## config.mk

```make
export PLATFORM = sky130hd
export DESIGN_NAME = ivp_core
export DESIGN_NICKNAME = d
export VERILOG_FILES = /design/src/pkg/ivp_pkg.sv /design/src/verilog/ivp_core.sv
export SDC_FILE = /design/constraint.sdc
export NUM_CORES = 1
export LEC_CHECK = 0
export BUFFER_PORTS_ARGS = -buffer_cell sky130_fd_sc_hd__buf_2
export CAP_MARGIN = 20
export CORE_ASPECT_RATIO = 0.7
export CORE_MARGIN = 4
export CORE_UTILIZATION = 52
export CTS_BUF_LIST = sky130_fd_sc_hd__clkbuf_4 sky130_fd_sc_hd__clkbuf_8
export DETAILED_ROUTE_END_ITERATION = 6
export GPL_TIMING_DRIVEN = 0
export PLACE_DENSITY = 0.89
export SLEW_MARGIN = 30
export SYNTH_ARGS = -nofsm -noshare
export SYNTH_HDL_FRONTEND = slang
export SYNTH_SLANG_ARGS = --single-unit
```

## constraint.sdc

```tcl
create_clock -name mclk_in -period 9.7 [get_ports mclk_in]
set_input_delay 0.485 -clock mclk_in [delete_from_list [all_inputs] [get_ports mclk_in]]
set_output_delay 0.485 -clock mclk_in [all_outputs]
set_load 0.1 [all_outputs]
```

## src/pkg/ivp_pkg.sv

```systemverilog
// Constants, types and behaviour summary for the interrupt vector/priority block
// Behaviour
// - Simultaneous maskable requests in one group resolve by fixed order; 0 wins, 27 last.
// - Default order only breaks ties; never pre-empts a request in service.
// - First 16-bit timer match0/capture takes priority 14, vector 0020H.
// - First 16-bit timer match1/capture takes priority 15, vector 0022H.
// - Converter end-of-conversion takes priority 16, vector 0024H.
// - Serial0 receive-complete and receive-error merge into priority 17, 0026H.
// - Watch interval request takes priority 18, vector 0028H.
// - Second 8-bit timer compare match takes priority 19, vector 002AH.
// - Extra external pins take priorities 22 and 23, vectors 0030H, 0032H.
// - Multiplier/divider completion takes priority 24, vector 0034H.
// - Second clocked serial end takes priority 25, vector 0036H.
// - Second 16-bit timer requests take priorities 26, 27; vectors 0038H, 003AH.
// - Sources 25 to 27 exist only in the larger variant.
// - Every reset source vectors to 0000H.
// - Power-on clear acts only when enabled as a build option.
// - Low-voltage action bit 1: 0 gives priority-0 interrupt, 1 gives reset.
// - Requests in the same programmed group are served in default order.
// - Software break accepted while disabled, exempt from priority control.
// - Accepted source's pending flag clears before the service routine.
package ivp_pkg;
   localparam int          IVP_NSRC       = 28;
   localparam int          IVP_NSRC_SMALL = 25;
   localparam int          IVP_IDX_W      = 5;
   localparam logic [15:0] IVP_VEC_RESET  = 16'h0000;
   localparam logic [15:0] IVP_VEC_BASE   = 16'h0004;
   localparam logic [15:0] IVP_VEC_BRK    = 16'h003E;
   localparam int          IVP_LV_MODE_BIT = 1;
   localparam int          IVP_LV_CTRL_W   = 8;
   // Source positions in the priority list
   localparam int IVP_P_LVI     = 0;
   localparam int IVP_P_T16A_M0 = 14;
   localparam int IVP_P_T16A_M1 = 15;
   localparam int IVP_P_ADC     = 16;
   localparam int IVP_P_SER0    = 17;
   localparam int IVP_P_WINT    = 18;
   localparam int IVP_P_T8B     = 19;
   localparam int IVP_P_KEY     = 20;
   localparam int IVP_P_WOVF    = 21;
   localparam int IVP_P_PIN6    = 22;
   localparam int IVP_P_PIN7    = 23;
   localparam int IVP_P_MULDIV  = 24;
   localparam int IVP_P_CSI1    = 25;
   localparam int IVP_P_T16B_M0 = 26;
   localparam int IVP_P_T16B_M1 = 27;

   typedef struct packed {
      logic watchdog_overflow;
      logic osc_stop;
      logic low_voltage;
      logic power_on_clear;
      logic ext_reset;
   } ivp_rst_src_t;

   typedef struct packed {
      logic        valid;
      logic        is_brk;
      logic [4:0]  idx;
      logic [15:0] addr;
   } ivp_vec_t;

   typedef enum logic [1:0] {
      IVP_IDLE  = 2'b00,
      IVP_OFFER = 2'b01
   } ivp_state_t;
endpackage

```

## src/verilog/ivp_core.sv

```systemverilog
// Interrupt source list: pending flags, priority pick and vector offer
`timescale 1ns/1ps
`default_nettype none
module ivp_core
   import ivp_pkg::*;
#(
   parameter int NSRC       = IVP_NSRC,
   parameter bit POC_OPTION = 1'b1
) (
   input  wire logic                     mclk_in,
   input  wire logic                     sys_rst_in,
   // Pulse per source, bit n at default priority n (bit 0 unused by peers)
   input  wire logic [IVP_NSRC-1:0]      src_req_in,
   input  wire logic                     serial0_error_in,
   input  wire logic [IVP_NSRC-1:0]      mask_in,
   input  wire logic [IVP_NSRC-1:0]      group_low_in,
   input  wire logic                     int_enable_in,
   input  wire logic                     in_service_in,
   input  wire logic                     in_service_high_in,
   input  wire logic                     low_voltage_detect_in,
   input  wire logic [IVP_LV_CTRL_W-1:0] low_voltage_control_reg_in,
   input  wire logic                     software_break_in,
   input  wire ivp_rst_src_t             reset_src_in,
   input  wire logic                     ack_in,
   output logic                          irq_req_out,
   output logic [15:0]                   vec_addr_out,
   output logic                          vec_brk_out,
   output logic [IVP_IDX_W-1:0]          vec_idx_out,
   output logic [IVP_NSRC-1:0]           pending_out,
   output logic                          reset_req_out,
   output logic [15:0]                   reset_vec_out
);
   initial begin
      if (NSRC != IVP_NSRC && NSRC != IVP_NSRC_SMALL)
         $error("ivp_core: NSRC must be 25 or 28");
   end

   // ----------------------------------------------------------------------
   // Decode helpers
   // ----------------------------------------------------------------------
   function automatic logic [15:0] vec_of(input logic [IVP_IDX_W-1:0] i);
      vec_of = IVP_VEC_BASE + {10'h000, i, 1'b0};
   endfunction

   function automatic logic lv_is_reset(input logic [IVP_LV_CTRL_W-1:0] r);
      lv_is_reset = r[IVP_LV_MODE_BIT];
   endfunction

   // ----------------------------------------------------------------------
   // Source present only in the fitted variant
   // ----------------------------------------------------------------------
   logic [IVP_NSRC-1:0] fitted;
   genvar g;
   generate
      for (g = 0; g < IVP_NSRC; g++) begin : g_fit
         assign fitted[g] = (g < NSRC);
      end
   endgenerate

   // ----------------------------------------------------------------------
   // Raw event map
   // ----------------------------------------------------------------------
   logic [IVP_NSRC-1:0] raw;
   always_comb begin
      raw = src_req_in & fitted;
      // Later sources ride the same map: bits 25 to 27
      raw = raw & fitted;
      // Merged receive events share one flag
      raw[IVP_P_SER0] = src_req_in[IVP_P_SER0] | serial0_error_in;
      // Low voltage acts as interrupt only in interrupt mode
      raw[IVP_P_LVI] = low_voltage_detect_in
                     & ~lv_is_reset(low_voltage_control_reg_in);
   end

   // ----------------------------------------------------------------------
   // Pending flags and offer state
   // ----------------------------------------------------------------------
   logic [IVP_NSRC-1:0] pend_q, pend_d;
   ivp_state_t          st_q, st_d;
   ivp_vec_t            off_q, off_d;
   logic                brk_q, brk_d;
   logic                rst_q, rst_d;

   // Priority pick: lowest index among eligible wins
   logic [IVP_NSRC-1:0] elig;
   logic                found;
   logic [IVP_IDX_W-1:0] win;
   logic                 use_high;
   always_comb begin
      elig  = pend_q & ~mask_in & fitted;
      // High group first; within a group default order decides
      use_high = |(elig & ~group_low_in);
      if (use_high) begin
         elig = elig & ~group_low_in;
      end
      // In-service work is never pre-empted by default order alone
      if (in_service_in && (in_service_high_in || !use_high)) begin
         elig = '0;
      end
      found = 1'b0;
      win   = '0;
      for (int i = IVP_NSRC - 1; i >= 0; i--) begin
         if (elig[i]) begin
            found = 1'b1;
            win   = IVP_IDX_W'(i);
         end
      end
   end

   always_comb begin
      pend_d = pend_q;
      st_d   = st_q;
      off_d  = off_q;
      brk_d  = brk_q | software_break_in;
      rst_d  = reset_src_in.ext_reset
             | (reset_src_in.power_on_clear & POC_OPTION)
             | ((reset_src_in.low_voltage | low_voltage_detect_in)
                & lv_is_reset(low_voltage_control_reg_in))
             | reset_src_in.osc_stop
             | reset_src_in.watchdog_overflow;
      unique case (st_q)
         IVP_IDLE: begin
            if (brk_q) begin
               // Break ignores the enable and the priority pick
               off_d = '{valid: 1'b1, is_brk: 1'b1, idx: '0,
                         addr: IVP_VEC_BRK};
               st_d  = IVP_OFFER;
            end else if (int_enable_in && found) begin
               off_d = '{valid: 1'b1, is_brk: 1'b0, idx: win,
                         addr: vec_of(win)};
               st_d  = IVP_OFFER;
            end
         end
         IVP_OFFER: begin
            if (ack_in) begin
               // Flag drops on acceptance, before the routine runs
               if (off_q.is_brk) begin
                  brk_d = software_break_in;
               end else begin
                  pend_d[off_q.idx] = 1'b0;
               end
               off_d = '0;
               st_d  = IVP_IDLE;
            end
         end
         default: begin
            // Unused state code: drop any offer and start over
            off_d = '0;
            st_d  = IVP_IDLE;
         end
      endcase
      // New events win over the acknowledge clear
      pend_d = pend_d | raw;
   end

   always_ff @(posedge mclk_in or posedge sys_rst_in) begin
      if (sys_rst_in) begin
         pend_q <= '0;
         st_q   <= IVP_IDLE;
         off_q  <= '0;
         brk_q  <= 1'b0;
         rst_q  <= 1'b0;
      end else begin
         pend_q <= pend_d;
         st_q   <= st_d;
         off_q  <= off_d;
         brk_q  <= brk_d;
         rst_q  <= rst_d;
      end
   end

   always_comb begin
      irq_req_out   = off_q.valid;
      vec_addr_out  = off_q.addr;
      vec_brk_out   = off_q.is_brk;
      vec_idx_out   = off_q.idx;
      pending_out   = pend_q;
      reset_req_out = rst_q;
      reset_vec_out = IVP_VEC_RESET;
   end

   // ----------------------------------------------------------------------
   // Checks
   // ----------------------------------------------------------------------
   property p_hold;
      @(posedge mclk_in) disable iff (sys_rst_in)
      (irq_req_out && !ack_in) |=> (irq_req_out && $stable(vec_addr_out));
   endproperty
   a_hold: assert property (p_hold) else $error("vector moved before ack");

   property p_clear;
      @(posedge mclk_in) disable iff (sys_rst_in)
      (irq_req_out && ack_in && !vec_brk_out && !raw[vec_idx_out])
         |=> !pending_out[$past(vec_idx_out)];
   endproperty
   a_clear: assert property (p_clear) else $error("flag not cleared");

   property p_vec;
      @(posedge mclk_in) disable iff (sys_rst_in)
      (irq_req_out && !vec_brk_out)
         |-> vec_addr_out == IVP_VEC_BASE + {10'h000, vec_idx_out, 1'b0};
   endproperty
   a_vec: assert property (p_vec) else $error("bad vector address");

   property p_brk;
      @(posedge mclk_in) disable iff (sys_rst_in)
      (st_q == IVP_IDLE && brk_q) |=> (vec_brk_out && vec_addr_out == IVP_VEC_BRK);
   endproperty
   a_brk: assert property (p_brk) else $error("break not taken");

   logic [IVP_NSRC-1:0] elig_q_low;
   always_ff @(posedge mclk_in or posedge sys_rst_in) begin
      if (sys_rst_in) elig_q_low <= '0;
      else            elig_q_low <= elig;
   end
   property p_prio;
      @(posedge mclk_in) disable iff (sys_rst_in)
      (st_q == IVP_IDLE && !brk_q && int_enable_in && found)
         |=> ((elig_q_low & ((32'h1 << vec_idx_out) - 1)) == 0);
   endproperty
   a_prio: assert property (p_prio) else $error("lower priority won");

   property p_small;
      @(posedge mclk_in) disable iff (sys_rst_in)
      (NSRC == IVP_NSRC_SMALL) |-> (pending_out[IVP_P_T16B_M1:IVP_P_CSI1] == 3'h0);
   endproperty
   a_small: assert property (p_small) else $error("absent source pending");

   property p_lvmode;
      @(posedge mclk_in) disable iff (sys_rst_in)
      (low_voltage_detect_in && lv_is_reset(low_voltage_control_reg_in))
         |=> reset_req_out;
   endproperty
   a_lvmode: assert property (p_lvmode) else $error("lv reset lost");

   property p_ser;
      @(posedge mclk_in) disable iff (sys_rst_in)
      serial0_error_in |=> pending_out[IVP_P_SER0];
   endproperty
   a_ser: assert property (p_ser) else $error("rx error not merged");

   property p_poc;
      @(posedge mclk_in) disable iff (sys_rst_in)
      (!POC_OPTION && reset_src_in == 5'h02) |=> !reset_req_out;
   endproperty
   a_poc: assert property (p_poc) else $error("poc acted unselected");
endmodule
`default_nettype wire

```

# [Yosys cells after proc, flatten, opt, wreduce, memory -nomap -nowiden]
# Cells that the tools add are included.
[word_totals] wordCells=113 output_inout_bits=68 reg_bits=55 in_bits=106
[classes] add_sub_neg=1 n_eq_ne=3 bitwise=17 muxes=74 reduce_logical=8 n_lt_le_gt_ge=2
[op_table] op="two-way mux 28 bit" n=5
[op_table] op="two-way mux 5 bit" n=28
[op_table] op="bitwise AND 28 bit" n=3
[op_table] op="inverter 28 bit" n=3
[op_table] op="two-way mux 23 bit" n=3
[op_table] op="case mux 23 bit (2 select lines)" n=1
[op_table] op="two-way mux 1 bit" n=32
[op_table] op="OR 28 bit" n=1
[op_table] op="OR reduction 28 bit" n=1
[op_table] op="adder 3 x 6 -> 7 bit, first input constant" n=1
[op_table] op="OR 1 bit" n=7
[op_table] op="< comparator 5 x 6 -> 1 bit, second input constant" n=1
[op_table] op="two-way mux 2 bit" n=3
[op_table] op="demux 1 bit (select 5 bit)" n=1
[op_table] op=">= comparator 5 x 1 -> 1 bit, second input constant" n=1
[op_table] op="case mux 2 bit (2 select lines)" n=1
[op_table] op="logical AND 1 bit" n=3
[op_table] op="!= test 3 bit, second input constant" n=1
[op_table] op="bitwise AND 1 bit" n=2
[op_table] op="== test 2 x 1 -> 1 bit, second input constant" n=1
[op_table] op="logical NOT 2 bit" n=1
[op_table] op="!= test 2 bit, second input constant" n=1
[op_table] op="AND reduction 2 bit" n=1
[op_table] op="logical NOT 1 bit" n=1
[op_table] op="2 further kinds" n=2

# [Longest topological paths before layout]
# Gate-level depths: netlist of run 1.
[logic_depth] ltp_word=40 mapped_depth=15 depth_no_buf=12

# [Least setup slack after synthesis of run 1]
# OpenSTA, ideal clock, no wires.
[synth_path] path_kind="register to register" startpoint="register pend_q[2], in the netlist pending_out[2]" endpoint="register off_q (netlist bit vec_addr_out[3])" arrival_time_ns=3.649 path_buffers=3 period_less_slack_ns=3.775 path_stages_with_launch=16 t_required_ns=9.574 setup_slack_ns=5.925 setup_ns=0.126 cell_sequence="dfrtp_1 -> nor3b_2 -> nor4_1 -> and2_1 -> buf_6 -> buf_4 -> buf_6 -> a31o_2 -> and2_1 -> or3b_2 -> a21oi_1 -> o21a_1 -> ha_1 -> nor2_1 -> nor2_1 -> mux2_4"
[synth_via] elab_chain_len=39 elab_cells_between_ends=71 classes_between="add/sub (1); eq/ne (1); mux (61); bitwise (2); reduce/logical (6)"
[synth_lines] item="from (decl)" line_no="ivp_core.sv:78" source="logic [IVP_NSRC-1:0] pend_q, pend_d;"
[synth_lines] item="from (signal assigned)" line_no="ivp_core.sv:164" source="pend_q <= pend_d;"
[synth_lines] item="bitwise AND 28 bit *" line_no="ivp_core.sv:90" source="elig = pend_q & ~mask_in & fitted;"
[synth_lines] item="bitwise AND 28 bit" line_no="ivp_core.sv:92, ivp_core.sv:94"
[synth_lines] item="OR reduction 28 bit" line_no="ivp_core.sv:92" source="use_high = |(elig & ~group_low_in);"
[synth_lines] item="logical NOT 1 bit" line_no="ivp_core.sv:97" source="if (in_service_in && (in_service_high_in || !use_high)) begin"
[synth_lines] item="logical OR 1 bit" line_no="ivp_core.sv:97"
[synth_lines] item="logical AND 1 bit" line_no="ivp_core.sv:97"
[synth_lines] item="two-way mux 28 bit *" line_no="ivp_core.sv:97"
[synth_lines] item="two-way mux 5 bit (28 in series)" line_no="ivp_core.sv:103" source="if (elig[i]) begin"
[synth_lines] item="adder 3 x 6 -> 7 bit" line_no="ivp_core.sv:42" source="vec_of = IVP_VEC_BASE + {10'h000, i, 1'b0};"
[synth_lines] item="two-way mux 23 bit" line_no="ivp_core.sv:128" source="end else if (int_enable_in && found) begin"
[synth_lines] item="two-way mux 23 bit" line_no="ivp_core.sv:123" source="if (brk_q) begin"
[synth_lines] item="case mux 23 bit (2 select lines)" line_no="ivp_core.sv:121" source="unique case (st_q)"
[synth_lines] item="to (signal assigned)" line_no="ivp_core.sv:160" source="off_q <= '0;"
[synth_lines] item="to (signal assigned)" line_no="ivp_core.sv:166" source="off_q <= off_d;"
[synth_lines] item="to (decl)" line_no="ivp_core.sv:80" source="ivp_vec_t off_q, off_d;"
# Every way passes the cells marked *; elsewhere a longest branch is shown, timed or not. The select of a mux whose other input is x is not followed.
# A chain may end at the register's enable or synchronous reset.

# [Worst setup path after layout of run 1]
[layout_path] startpoint="register pend_q[24], in the netlist pending_out[24]" endpoint="register off_q (netlist bit vec_addr_out[3])"
# The elaborated chain is that of the path after synthesis.

==> results.toml, run 1 <==
[critical_path]
cp.arrival_ps = 3920
path_buf_inv = 3
reg2reg_slack_ps = 5960
crit_chain = "nor3b_2 > nor4_1 > and2_1 > buf_6 > buf_4 > buf_6 > a41oi_1 > a211oi_1 > o211ai_1 > a21oi_1 > or2_1 > ha_1 > nor2_1 > nor2_1 > mux2_4"
r2r-start = "pending_out[24]"
critical_path.slowest_cell = "sky130_fd_sc_hd__nor4_1"
worst_path_maximum_fanout = 10
required_ps = 9880
startpoint = "pending_out[24]"
critical-path-max-stage-delay_ps = 510
start_to_end_type_of_the_worst_setup_path = "reg -> reg"
critical_path_depth = 15
cp_delay_by_family_top = "simple AND/OR/NAND/NOR gates"
rr_worst_depth = 15
r2r-end = "vec_addr_out[3]"
critical_path.endpoint = "vec_addr_out[3]"
worst_setup_path_start_kind = "flip-flop"
crit_end_category = "flip-flop"

[clocking]
cts_tree = "done"
cts.sink_count = 43
ctsHtreeMaxLevel = 2
cts-root-buf = "sky130_fd_sc_hd__clkbuf_8"
cts-buffers-inserted = 5
post_cts_hold_buffer_count = 0
cts-resized-gates = 0
cts_buffer_depth = 2
worst_skew_pair_latency_ps = 290
cts.repair_timing.setup_buffer_count = 0
clk_pin_slew_ps = 80

[sta]
min_period_ps = 3740
final-hold-violation-count = 0
totalNegativeSetupSlack_ps = 0
final.setup.worst_slack_ps = 5960
setup_viol = 0
top_achievable_clock_speed_mhz = 268
clock_skew_ps = 4.42
final_min_period_over_clock_period_pct = 38.5
timing.final.max_slew_violations = 0
timing.max_slew.rel_slack_pct = 52.9
holdWs_ps = 170
rsz_0062_raised_after_global_routing = "false"
transition_time_at_the_pin_with_the_least_slew_margin_ps = 704

[grt]
via_count_of_the_first_global_routing_pass = 3652
grt_overflow_total = 0
grt_antenna_before_repair = 0
combined_global_route_utilization_of_all_metal_layers_pct = 29.7
grt_start_max_net_pins = 28
grt_first_pass_wirelength_um = 19200

[yosys]
synth_cells = 374
synth_top_area_cell = "sky130_fd_sc_hd__dfrtp_1"
synth_sequential_area_ratio_pct = 30.5
avgSynthCellArea_um2 = 9.43
async_flop_share_pct = 100
post_synth_main_area_contributors = "sky130_fd_sc_hd__dfrtp_1 30%, sky130_fd_sc_hd__a41o_1 6.2%, sky130_fd_sc_hd__buf_4 6.2%"
ys_dominant_reg_cell = "sky130_fd_sc_hd__dfrtp_1"
synth.top_cells.by_count = "43 x sky130_fd_sc_hd__dfrtp_1, 31 x sky130_fd_sc_hd__nand2_1, 29 x sky130_fd_sc_hd__buf_4"
synthesis.yosys.warnings = 0
yosys.area.top_type_share_pct = 30.5
synth.ff_latch_count = 43
synth_area_mm2 = 0.00353
synth_cell_type_count = 63
synth_edf_count = 0
yosysMostFrequentCell = "sky130_fd_sc_hd__dfrtp_1"

[routing]
postRouteWirelength_um = 12300
ant_nets = 0
drt_iter0_drc = 259
via_count = 3750
drt_pre_antenna_iters = 5
viasPerCell = 5.89
route.detailed.drc = 0
routedWlPerCell_um = 19.3

[cells_and_area]
layout.area.seq_mm2 = 0.00108
syn_to_final_growth_pct = 29.0
post_route_cells_drive_above_1_share_pct = 41.0
final.fill_count = 542
num-nets-final = 652
antenna-diode-count = 0
multi_input_area_mm2 = 0.00223
final_cell_count_no_fill = 637

[placement]
place.detailed.hpwl_um = 10200
placed_cell_count = 629
placement.setup.worst_slack_ps = 5860
finalWeightedCongestion = 1.00
number_of_buffer_cells_added_on_primary_ports = 138

[die]
floorplan.core_area_mm2 = 0.00640
die_area_mm2 = 0.00819
die_h_um = 76.9
start_util_pct = 55.2
top_level_ports = 174
die_w_um = 106
num_rows = 24

[power_and_ir_drop]
peakVddDrop_v = 0.000125
static_leakage_nw = 2.11
power_density_mw_per_mm2 = 120

[worst_hold_path]
hp-class = "in -> async"

[run]
cap_violations = 0

[status]
outcome = "finished, final reports clean"
## worst min-delay path by stage
stage	cells after the start	endpoint	slack, ps
after floorplan	1	vec_idx_out[3]	540
after global routing	2	vec_brk_out	200
after detailed placement	2	vec_addr_out[2]	490
final	2	vec_brk_out	170
after CTS	2	vec_brk_out	180
after global placement	1	vec_addr_out[6]	490
## power breakdown
part           internal [mW]  switching (mW)  total, mW
Combinational         0.0633           0.164      0.227
Clock                 0.0678          0.0595      0.127
Sequential             0.186         0.00607      0.192
## stage by stage
stage	util, %	instance area (µm²)	total power [mW]
6_report	71.1	4550	0.546
4_1_cts	71.1	4550	0.544
2_1_floorplan	-	3620	0.367
3_3_place_gp	69.2	4430	0.416
5_1_grt	71.1	4550	0.570
3_5_place_dp	69.5	4450	0.419
## placed cells by master, fill, tap and decap left out, drive strengths merged, types with 7 or more instances in the layout
cell type / n
a41oi: 8
nor4: 13
nor3b: 30
a21o: 19
buf: 175
dfrtp: 43
o21ai: 19
clkbuf: 11
nand2: 31
nor2b: 27
conb: 26
nand2b: 14
a21oi: 11
a41o: 26
nand3: 8
nor2: 15
nor3: 7
## area by class of cell
type                            instances  share of cell area [%]
Buffer                                 39                    6.49
Sequential cell                        43                    23.6
Clock buffer                            8                    2.28
Multi-Input combinational cell        311                    49.0
Tap cell                               91                    2.50
Inverter                                6                   0.495
Timing Repair Buffer                  139                    15.6
## worst register-to-register path, stage by stage (launching register included)
cell and delay, ps:
sky130_fd_sc_hd__dfrtp_1 430, sky130_fd_sc_hd__nor3b_2 180, sky130_fd_sc_hd__nor4_1 510, sky130_fd_sc_hd__and2_1 230, sky130_fd_sc_hd__buf_6 130, sky130_fd_sc_hd__buf_4 180, sky130_fd_sc_hd__buf_6 160, sky130_fd_sc_hd__a41oi_1 150
sky130_fd_sc_hd__a211oi_1 400, sky130_fd_sc_hd__o211ai_1 180, sky130_fd_sc_hd__a21oi_1 220, sky130_fd_sc_hd__or2_1 220, sky130_fd_sc_hd__ha_1 250, sky130_fd_sc_hd__nor2_1 90, sky130_fd_sc_hd__nor2_1 50, sky130_fd_sc_hd__mux2_4 260
## kinds of logic (layout without fill, tap and decap cells)
kind of cell / after synthesis / after routing / synth area share, %
multiplexers: 2 / 2 / 0.709
flip-flops: 43 / 43 / 30.5
AND/OR/NAND/NOR: 168 / 168 / 33.3
buffers and inverters: 45 / 192 / 9.01
other: 1 / 26 / 0.106
XOR/XNOR: 1 / 1 / 0.248
adder cells (fa/ha/maj): 1 / 1 / 0.355
AO/OA/AOI/OAI: 113 / 113 / 25.8
## registers in the layout (all words and copies together) (netlist names)
signal	cells
reset_req_out	1
vec_idx_out	5
pending_out	28
vec_brk_out	1
vec_addr_out	6
brk_q	1
irq_req_out	1
## metal layers
layer / vias to the layer above / track usage, % / share of wire [%]
li1: 1722 / - / -
met1: 1777 / 41.3 / 42
met2: 234 / 47.0 / 45
met3: 17 / 7.89 / 12
met4: 0 / 5.36 / 1.2
met5: - / 0 / 0
Note: power is estimated with default switching activity, not from simulation.
==> run 2, diff against run 1 <==
Settings changed: CORE_UTILIZATION 52 to 43, PLACE_DENSITY 0.89 to 0.79.
Clock period 9.7 ns to 3.2 ns, I/O delays scaled along.
==> run 2 against run 1 <==
The flow now finishes with violations (setup timing). Worst setup slack lost 6100 ps. Cell area grew 18%. Core utilization shrank 3.3 points. Cell count grew 7.1%. Clock-buffer cell count shrank 2. Largest power group unchanged. Highest routed layer unchanged.
==> results.toml, run 2 (synthesis results as in run 1) <==
[sta]
final.setup.worst_slack_ps = -161
top_achievable_clock_speed_mhz = 297
final_min_period_over_clock_period_pct = 105
clock_skew_ps = 4.01
totalNegativeSetupSlack_ps = -166
timing.max_slew.rel_slack_pct = 58.8
transition_time_at_the_pin_with_the_least_slew_margin_ps = 617
min_period_ps = 3360
rsz_0062_raised_after_global_routing = "true"
holdWs_ps = 7.07
timing.final.max_slew_violations = 0
final-hold-violation-count = 0
setup_viol = 2

[critical_path]
start_to_end_type_of_the_worst_setup_path = "reg -> reg"
worst_setup_path_start_kind = "flip-flop"
worst_path_maximum_fanout = 8
r2r-start = "pending_out[7]"
crit_end_category = "flip-flop"
r2r-end = "vec_addr_out[3]"
reg2reg_slack_ps = -160
required_ps = 3420
rr_worst_depth = 13
cp.arrival_ps = 3580

[grt]
combined_global_route_utilization_of_all_metal_layers_pct = 27.3
grt_first_pass_wirelength_um = 20500
grt_start_max_net_pins = 26
grt_overflow_total = 0
grt_antenna_before_repair = 0
via_count_of_the_first_global_routing_pass = 3840

[die]
num_rows = 27
floorplan.core_area_mm2 = 0.00794
die_w_um = 116
top_level_ports = 174
die_area_mm2 = 0.00974
start_util_pct = 44.4
die_h_um = 83.8

[placement]
placed_cell_count = 639
placement.setup.worst_slack_ps = -371
place.detailed.hpwl_um = 10300
number_of_buffer_cells_added_on_primary_ports = 138
postPlaceCellArea_mm2 = 0.00463
finalWeightedCongestion = 0.963

[run]
cap_violations = 0

[power_and_ir_drop]
finalPower_mw = 1.79
peakVddDrop_v = 0.000299
static_leakage_nw = 2.37
power_density_mw_per_mm2 = 332

[cells_and_area]
antenna-diode-count = 0
syn_to_final_growth_pct = 52.7
post_route_cells_drive_above_1_share_pct = 54.6
layout.core_utilization_pct = 67.9
final_common_cell = "sky130_fd_sc_hd__buf_2"
largest_register_ffs = 28
final_cell_mix = "140 x sky130_fd_sc_hd__buf_2, 54 x sky130_fd_sc_hd__buf_4, 31 x sky130_fd_sc_hd__nand2_1"
num-nets-final = 687
layout.cell_area.non_filler_mm2 = 0.00539
final_cell_count_no_fill = 682

[clocking]
cts.sink_count = 43
worst_skew_pair_latency_ps = 330
clk_pin_slew_ps = 90
cts_tree = "done"
cts-root-buf = "sky130_fd_sc_hd__clkbuf_8"
ctsHtreeMaxLevel = 2
cts_buffer_depth = 2
cts-buffers-inserted = 5

[routing]
route.detailed.drc = 0
routedWlPerCell_um = 19.7
postRouteWirelength_um = 13500
viasPerCell = 5.71
ant_nets = 0
drt_pre_antenna_iters = 6
drt_iter0_drc = 228
via_count = 3897

[status]
failed_checks = "setup timing"
outcome = "finished, violations left"

[worst_hold_path]
hp-class = "in -> reg"
hold-path-cell-count = 2
hold_path_end = "pending_out[3]"
source_of_the_worst_hold_timing_path = "src_req_in[3]"
## run 2: cell types whose count changed in the layout (fill, tap and decap cells not counted), moves of 4 or more
cell / change
sky130_fd_sc_hd__buf_4: +25
sky130_fd_sc_hd__nor3b_4: +16
sky130_fd_sc_hd__nor3b_1: -12
sky130_fd_sc_hd__nor3b_2: -4
sky130_fd_sc_hd__a41o_1: -4
sky130_fd_sc_hd__buf_8: +6
sky130_fd_sc_hd__dfrtp_4: +28
sky130_fd_sc_hd__dfrtp_1: -28
sky130_fd_sc_hd__dlygate4sd3_1: +5
sky130_fd_sc_hd__a41o_4: +6
## run 2: worst max path at each step
stage / from / end / slack, ps / cells past startpoint
2_1_floorplan: pending_out[10] / vec_addr_out[3] / -100 / 13
3_3_place_gp: pending_out[3] / vec_addr_out[3] / -370 / 15
3_5_place_dp: pending_out[7] / vec_addr_out[3] / -370 / 15
4_1_cts: pending_out[18] / vec_addr_out[3] / -80 / 13
5_1_grt: pending_out[2] / vec_addr_out[3] / -230 / 15
6_report: pending_out[7] / vec_addr_out[3] / -160 / 13
## run 2: what timing repair did
item,4_1_cts,5_1_grt
hold endpoints to repair,26,2
gates resized for setup,38,20
setup buffers,21,8
endpoints found under the setup margin,5,12
pin swaps,17,23
cloned,0,1
hold buffers,3,2
## run 2: where the power goes
| part | internal (mW) | switching (mW) |
|---|---|---|
| Combinational | 0.258 | 0.541 |
| Sequential | 0.564 | 0.0172 |
| Clock | 0.177 | 0.233 |
| Total | 0.999 | 0.791 |
## run 2: worst max-delay path, stage by stage (launching register included)
cell	delay, ps
sky130_fd_sc_hd__dfrtp_4	430
sky130_fd_sc_hd__nor3b_4	260
sky130_fd_sc_hd__nor4_2	90
sky130_fd_sc_hd__and4_1	210
sky130_fd_sc_hd__buf_6	140
sky130_fd_sc_hd__a41o_4	260
sky130_fd_sc_hd__or4_4	530
sky130_fd_sc_hd__o211ai_1	290
sky130_fd_sc_hd__a21oi_2	110
sky130_fd_sc_hd__or2_4	290
sky130_fd_sc_hd__ha_4	250
sky130_fd_sc_hd__nor2_4	100
sky130_fd_sc_hd__nor2_2	40
sky130_fd_sc_hd__mux2_4	260
## run 2: routing by layer
layer / GRT usage [%] / up-vias / part of all wire, %
met2: 40.3 / 209 / 45
li1: - / 1799 / -
met3: 9.49 / 22 / 12
met1: 37.6 / 1867 / 42
met5: 0 / - / 0
met4: 7.48 / 0 / 1.9
## run 2: layout make-up
cell class | instances | area [µm²]
tap | 101 | 126
fill | 665 | 2550
clock inverter | 2 | 16.3
multi-input combinational | 311 | 2610
timing repair buffer | 174 | 1020
clock buffer | 6 | 82.6
buffer | 39 | 330
inverter | 6 | 22.5
sequential | 43 | 1180
==> run 3, diff against run 2 <==
Settings changed: SKIP_CTS_REPAIR_TIMING set to 1.
==> run 3 against run 2 <==
The flow still finishes with violations (setup timing). Largest cell class unchanged. Highest routed layer unchanged. Largest power group unchanged. Clock skew is 8.2 ps higher. Cell count fell by 1.8%. Core utilization is 2.4 points lower. Non-clock buffer count shrank 12. Die area unchanged. Flip-flop and latch count stayed put.
==> results.toml, run 3 (synthesis results as in run 1) <==
[status]
outcome = "finished, violations left"
failed_checks = "setup timing"

[sta]
rsz_0062_raised_after_global_routing = "true"
final_min_period_over_clock_period_pct = 108
clock_skew_ps = 12.2
timing.max_slew.rel_slack_pct = 59.3
final.setup.worst_slack_ps = -241
top_achievable_clock_speed_mhz = 291
transition_time_at_the_pin_with_the_least_slew_margin_ps = 610
final-hold-violation-count = 0
timing.final.max_slew_violations = 0
setup_viol = 2
min_period_ps = 3440

[placement]
number_of_buffer_cells_added_on_primary_ports = 138
placement.setup.worst_slack_ps = -371
placed_cell_count = 639
place.detailed.hpwl_um = 10300
finalWeightedCongestion = 0.963
postPlaceCellArea_mm2 = 0.00463

[routing]
via_count = 3853
drt_iter0_drc = 274
drt_pre_antenna_iters = 6
route.detailed.drc = 0
postRouteWirelength_um = 13200
ant_nets = 0
viasPerCell = 5.75
routedWlPerCell_um = 19.6

[die]
die_w_um = 116
start_util_pct = 44.4
floorplan.core_area_mm2 = 0.00794
die_area_mm2 = 0.00974
top_level_ports = 174
die_h_um = 83.8
num_rows = 27

[clocking]
cts_buffer_depth = 2
worst_skew_pair_latency_ps = 330
cts.sink_count = 43
cts-root-buf = "sky130_fd_sc_hd__clkbuf_8"
cts_tree = "done"
clk_pin_slew_ps = 110
ctsHtreeMaxLevel = 2
cts-buffers-inserted = 5

[worst_hold_path]
hp-class = "in -> reg"

[cells_and_area]
post_route_cells_drive_above_1_share_pct = 53.1
antenna-diode-count = 0
multi_input_area_mm2 = 0.00251
largest_register_ffs = 28
final.fill_count = 685
num-nets-final = 675
final_cell_count_no_fill = 670
layout.area.seq_mm2 = 0.00118
layout.cell_area.non_filler_mm2 = 0.00520
syn_to_final_growth_pct = 47.3
layout.core_utilization_pct = 65.5
final_common_cell = "sky130_fd_sc_hd__buf_2"
final_cell_mix = "140 x sky130_fd_sc_hd__buf_2, 42 x sky130_fd_sc_hd__buf_4, 31 x sky130_fd_sc_hd__nand2_1"

[grt]
via_count_of_the_first_global_routing_pass = 3611
combined_global_route_utilization_of_all_metal_layers_pct = 25.4
grt_first_pass_wirelength_um = 19100
grt_antenna_before_repair = 0
grt_overflow_total = 0
grt_start_max_net_pins = 26

[run]
cap_violations = 0

[critical_path]
start_to_end_type_of_the_worst_setup_path = "reg -> reg"
worst_setup_path_start_kind = "flip-flop"
cp.arrival_ps = 3660
required_ps = 3420
crit_end_category = "flip-flop"
worst_path_maximum_fanout = 10

[power_and_ir_drop]
power_density_mw_per_mm2 = 338
finalPower_mw = 1.76
peakVddDrop_v = 0.000298
static_leakage_nw = 2.31
run 3: cell types whose count changed in the layout (fill, tap and decap cells not counted), sizes merged:
cell         change
buf             -10
clkbuf           -1
dlygate4sd3      -1
run 3: worst paths after layout:
path | start | to | slack (ps) | cells past startpoint
worst max-delay path | pending_out[5] | vec_addr_out[3] | -240 | 15
min in group asynchronous | sys_rst_in | pending_out[17] | 440 | 3
worst min register to register | vec_addr_out[6] | vec_addr_out[6] | 510 | 1
worst min-delay path | src_req_in[19] | pending_out[19] | 3 | 2
worst max register to register | pending_out[5] | vec_addr_out[3] | -240 | 15
max in group asynchronous | sys_rst_in | pending_out[20] | 2220 | 4
run 3: area by class of cell:
type | count | area share [%]
multi-input combinational | 311 | 48.4
tap | 101 | 2.43
clock inverter | 2 | 0.313
buffer | 39 | 6.38
clock buffer | 6 | 1.59
sequential | 43 | 22.7
inverter | 6 | 0.433
timing repair buffer | 162 | 17.7
run 3: per-layer routing:
| metal | wire length [µm] | global-route usage (%) | share of wire, % | vias up |
|---|---|---|---|---|
| met5 | 0 | 0 | 0 | - |
| met4 | 212 | 6.11 | 1.6 | 0 |
| met3 | 1550 | 8.55 | 12 | 18 |
| met2 | 5750 | 36.2 | 44 | 215 |
| met1 | 5650 | 36.8 | 43 | 1847 |
| li1 | - | - | - | 1773 |
run 3: stage by stage:
stage | TNS (ps) | hold WS [ps]
after floorplan | -101 | 252
after global placement | -675 | 338
after detailed placement | -830 | 276
after CTS | -932 | -86.7
after global routing | -943 | 3.44
final | -353 | 2.58
run 3: where the power goes:
group	total [mW]	switching, mW	internal [mW]
clock	0.413	0.236	0.177
combinational	0.762	0.527	0.235
sequential	0.581	0.0169	0.564
total	1.76	0.780	0.976
run 3: worst max-delay path: stages (launching register included):
cell and delay (ps):
sky130_fd_sc_hd__dfrtp_4 440, sky130_fd_sc_hd__nor3b_4 300, sky130_fd_sc_hd__nor4_4 90, sky130_fd_sc_hd__and2_1 170
sky130_fd_sc_hd__buf_6 140, sky130_fd_sc_hd__buf_8 140, sky130_fd_sc_hd__buf_12 150, sky130_fd_sc_hd__a31oi_2 370
sky130_fd_sc_hd__nand2_1 180, sky130_fd_sc_hd__nor3_1 300, sky130_fd_sc_hd__a21oi_2 110, sky130_fd_sc_hd__or2_1 250
sky130_fd_sc_hd__ha_1 280, sky130_fd_sc_hd__nor2_1 100, sky130_fd_sc_hd__nor2_1 40, sky130_fd_sc_hd__mux2_4 260
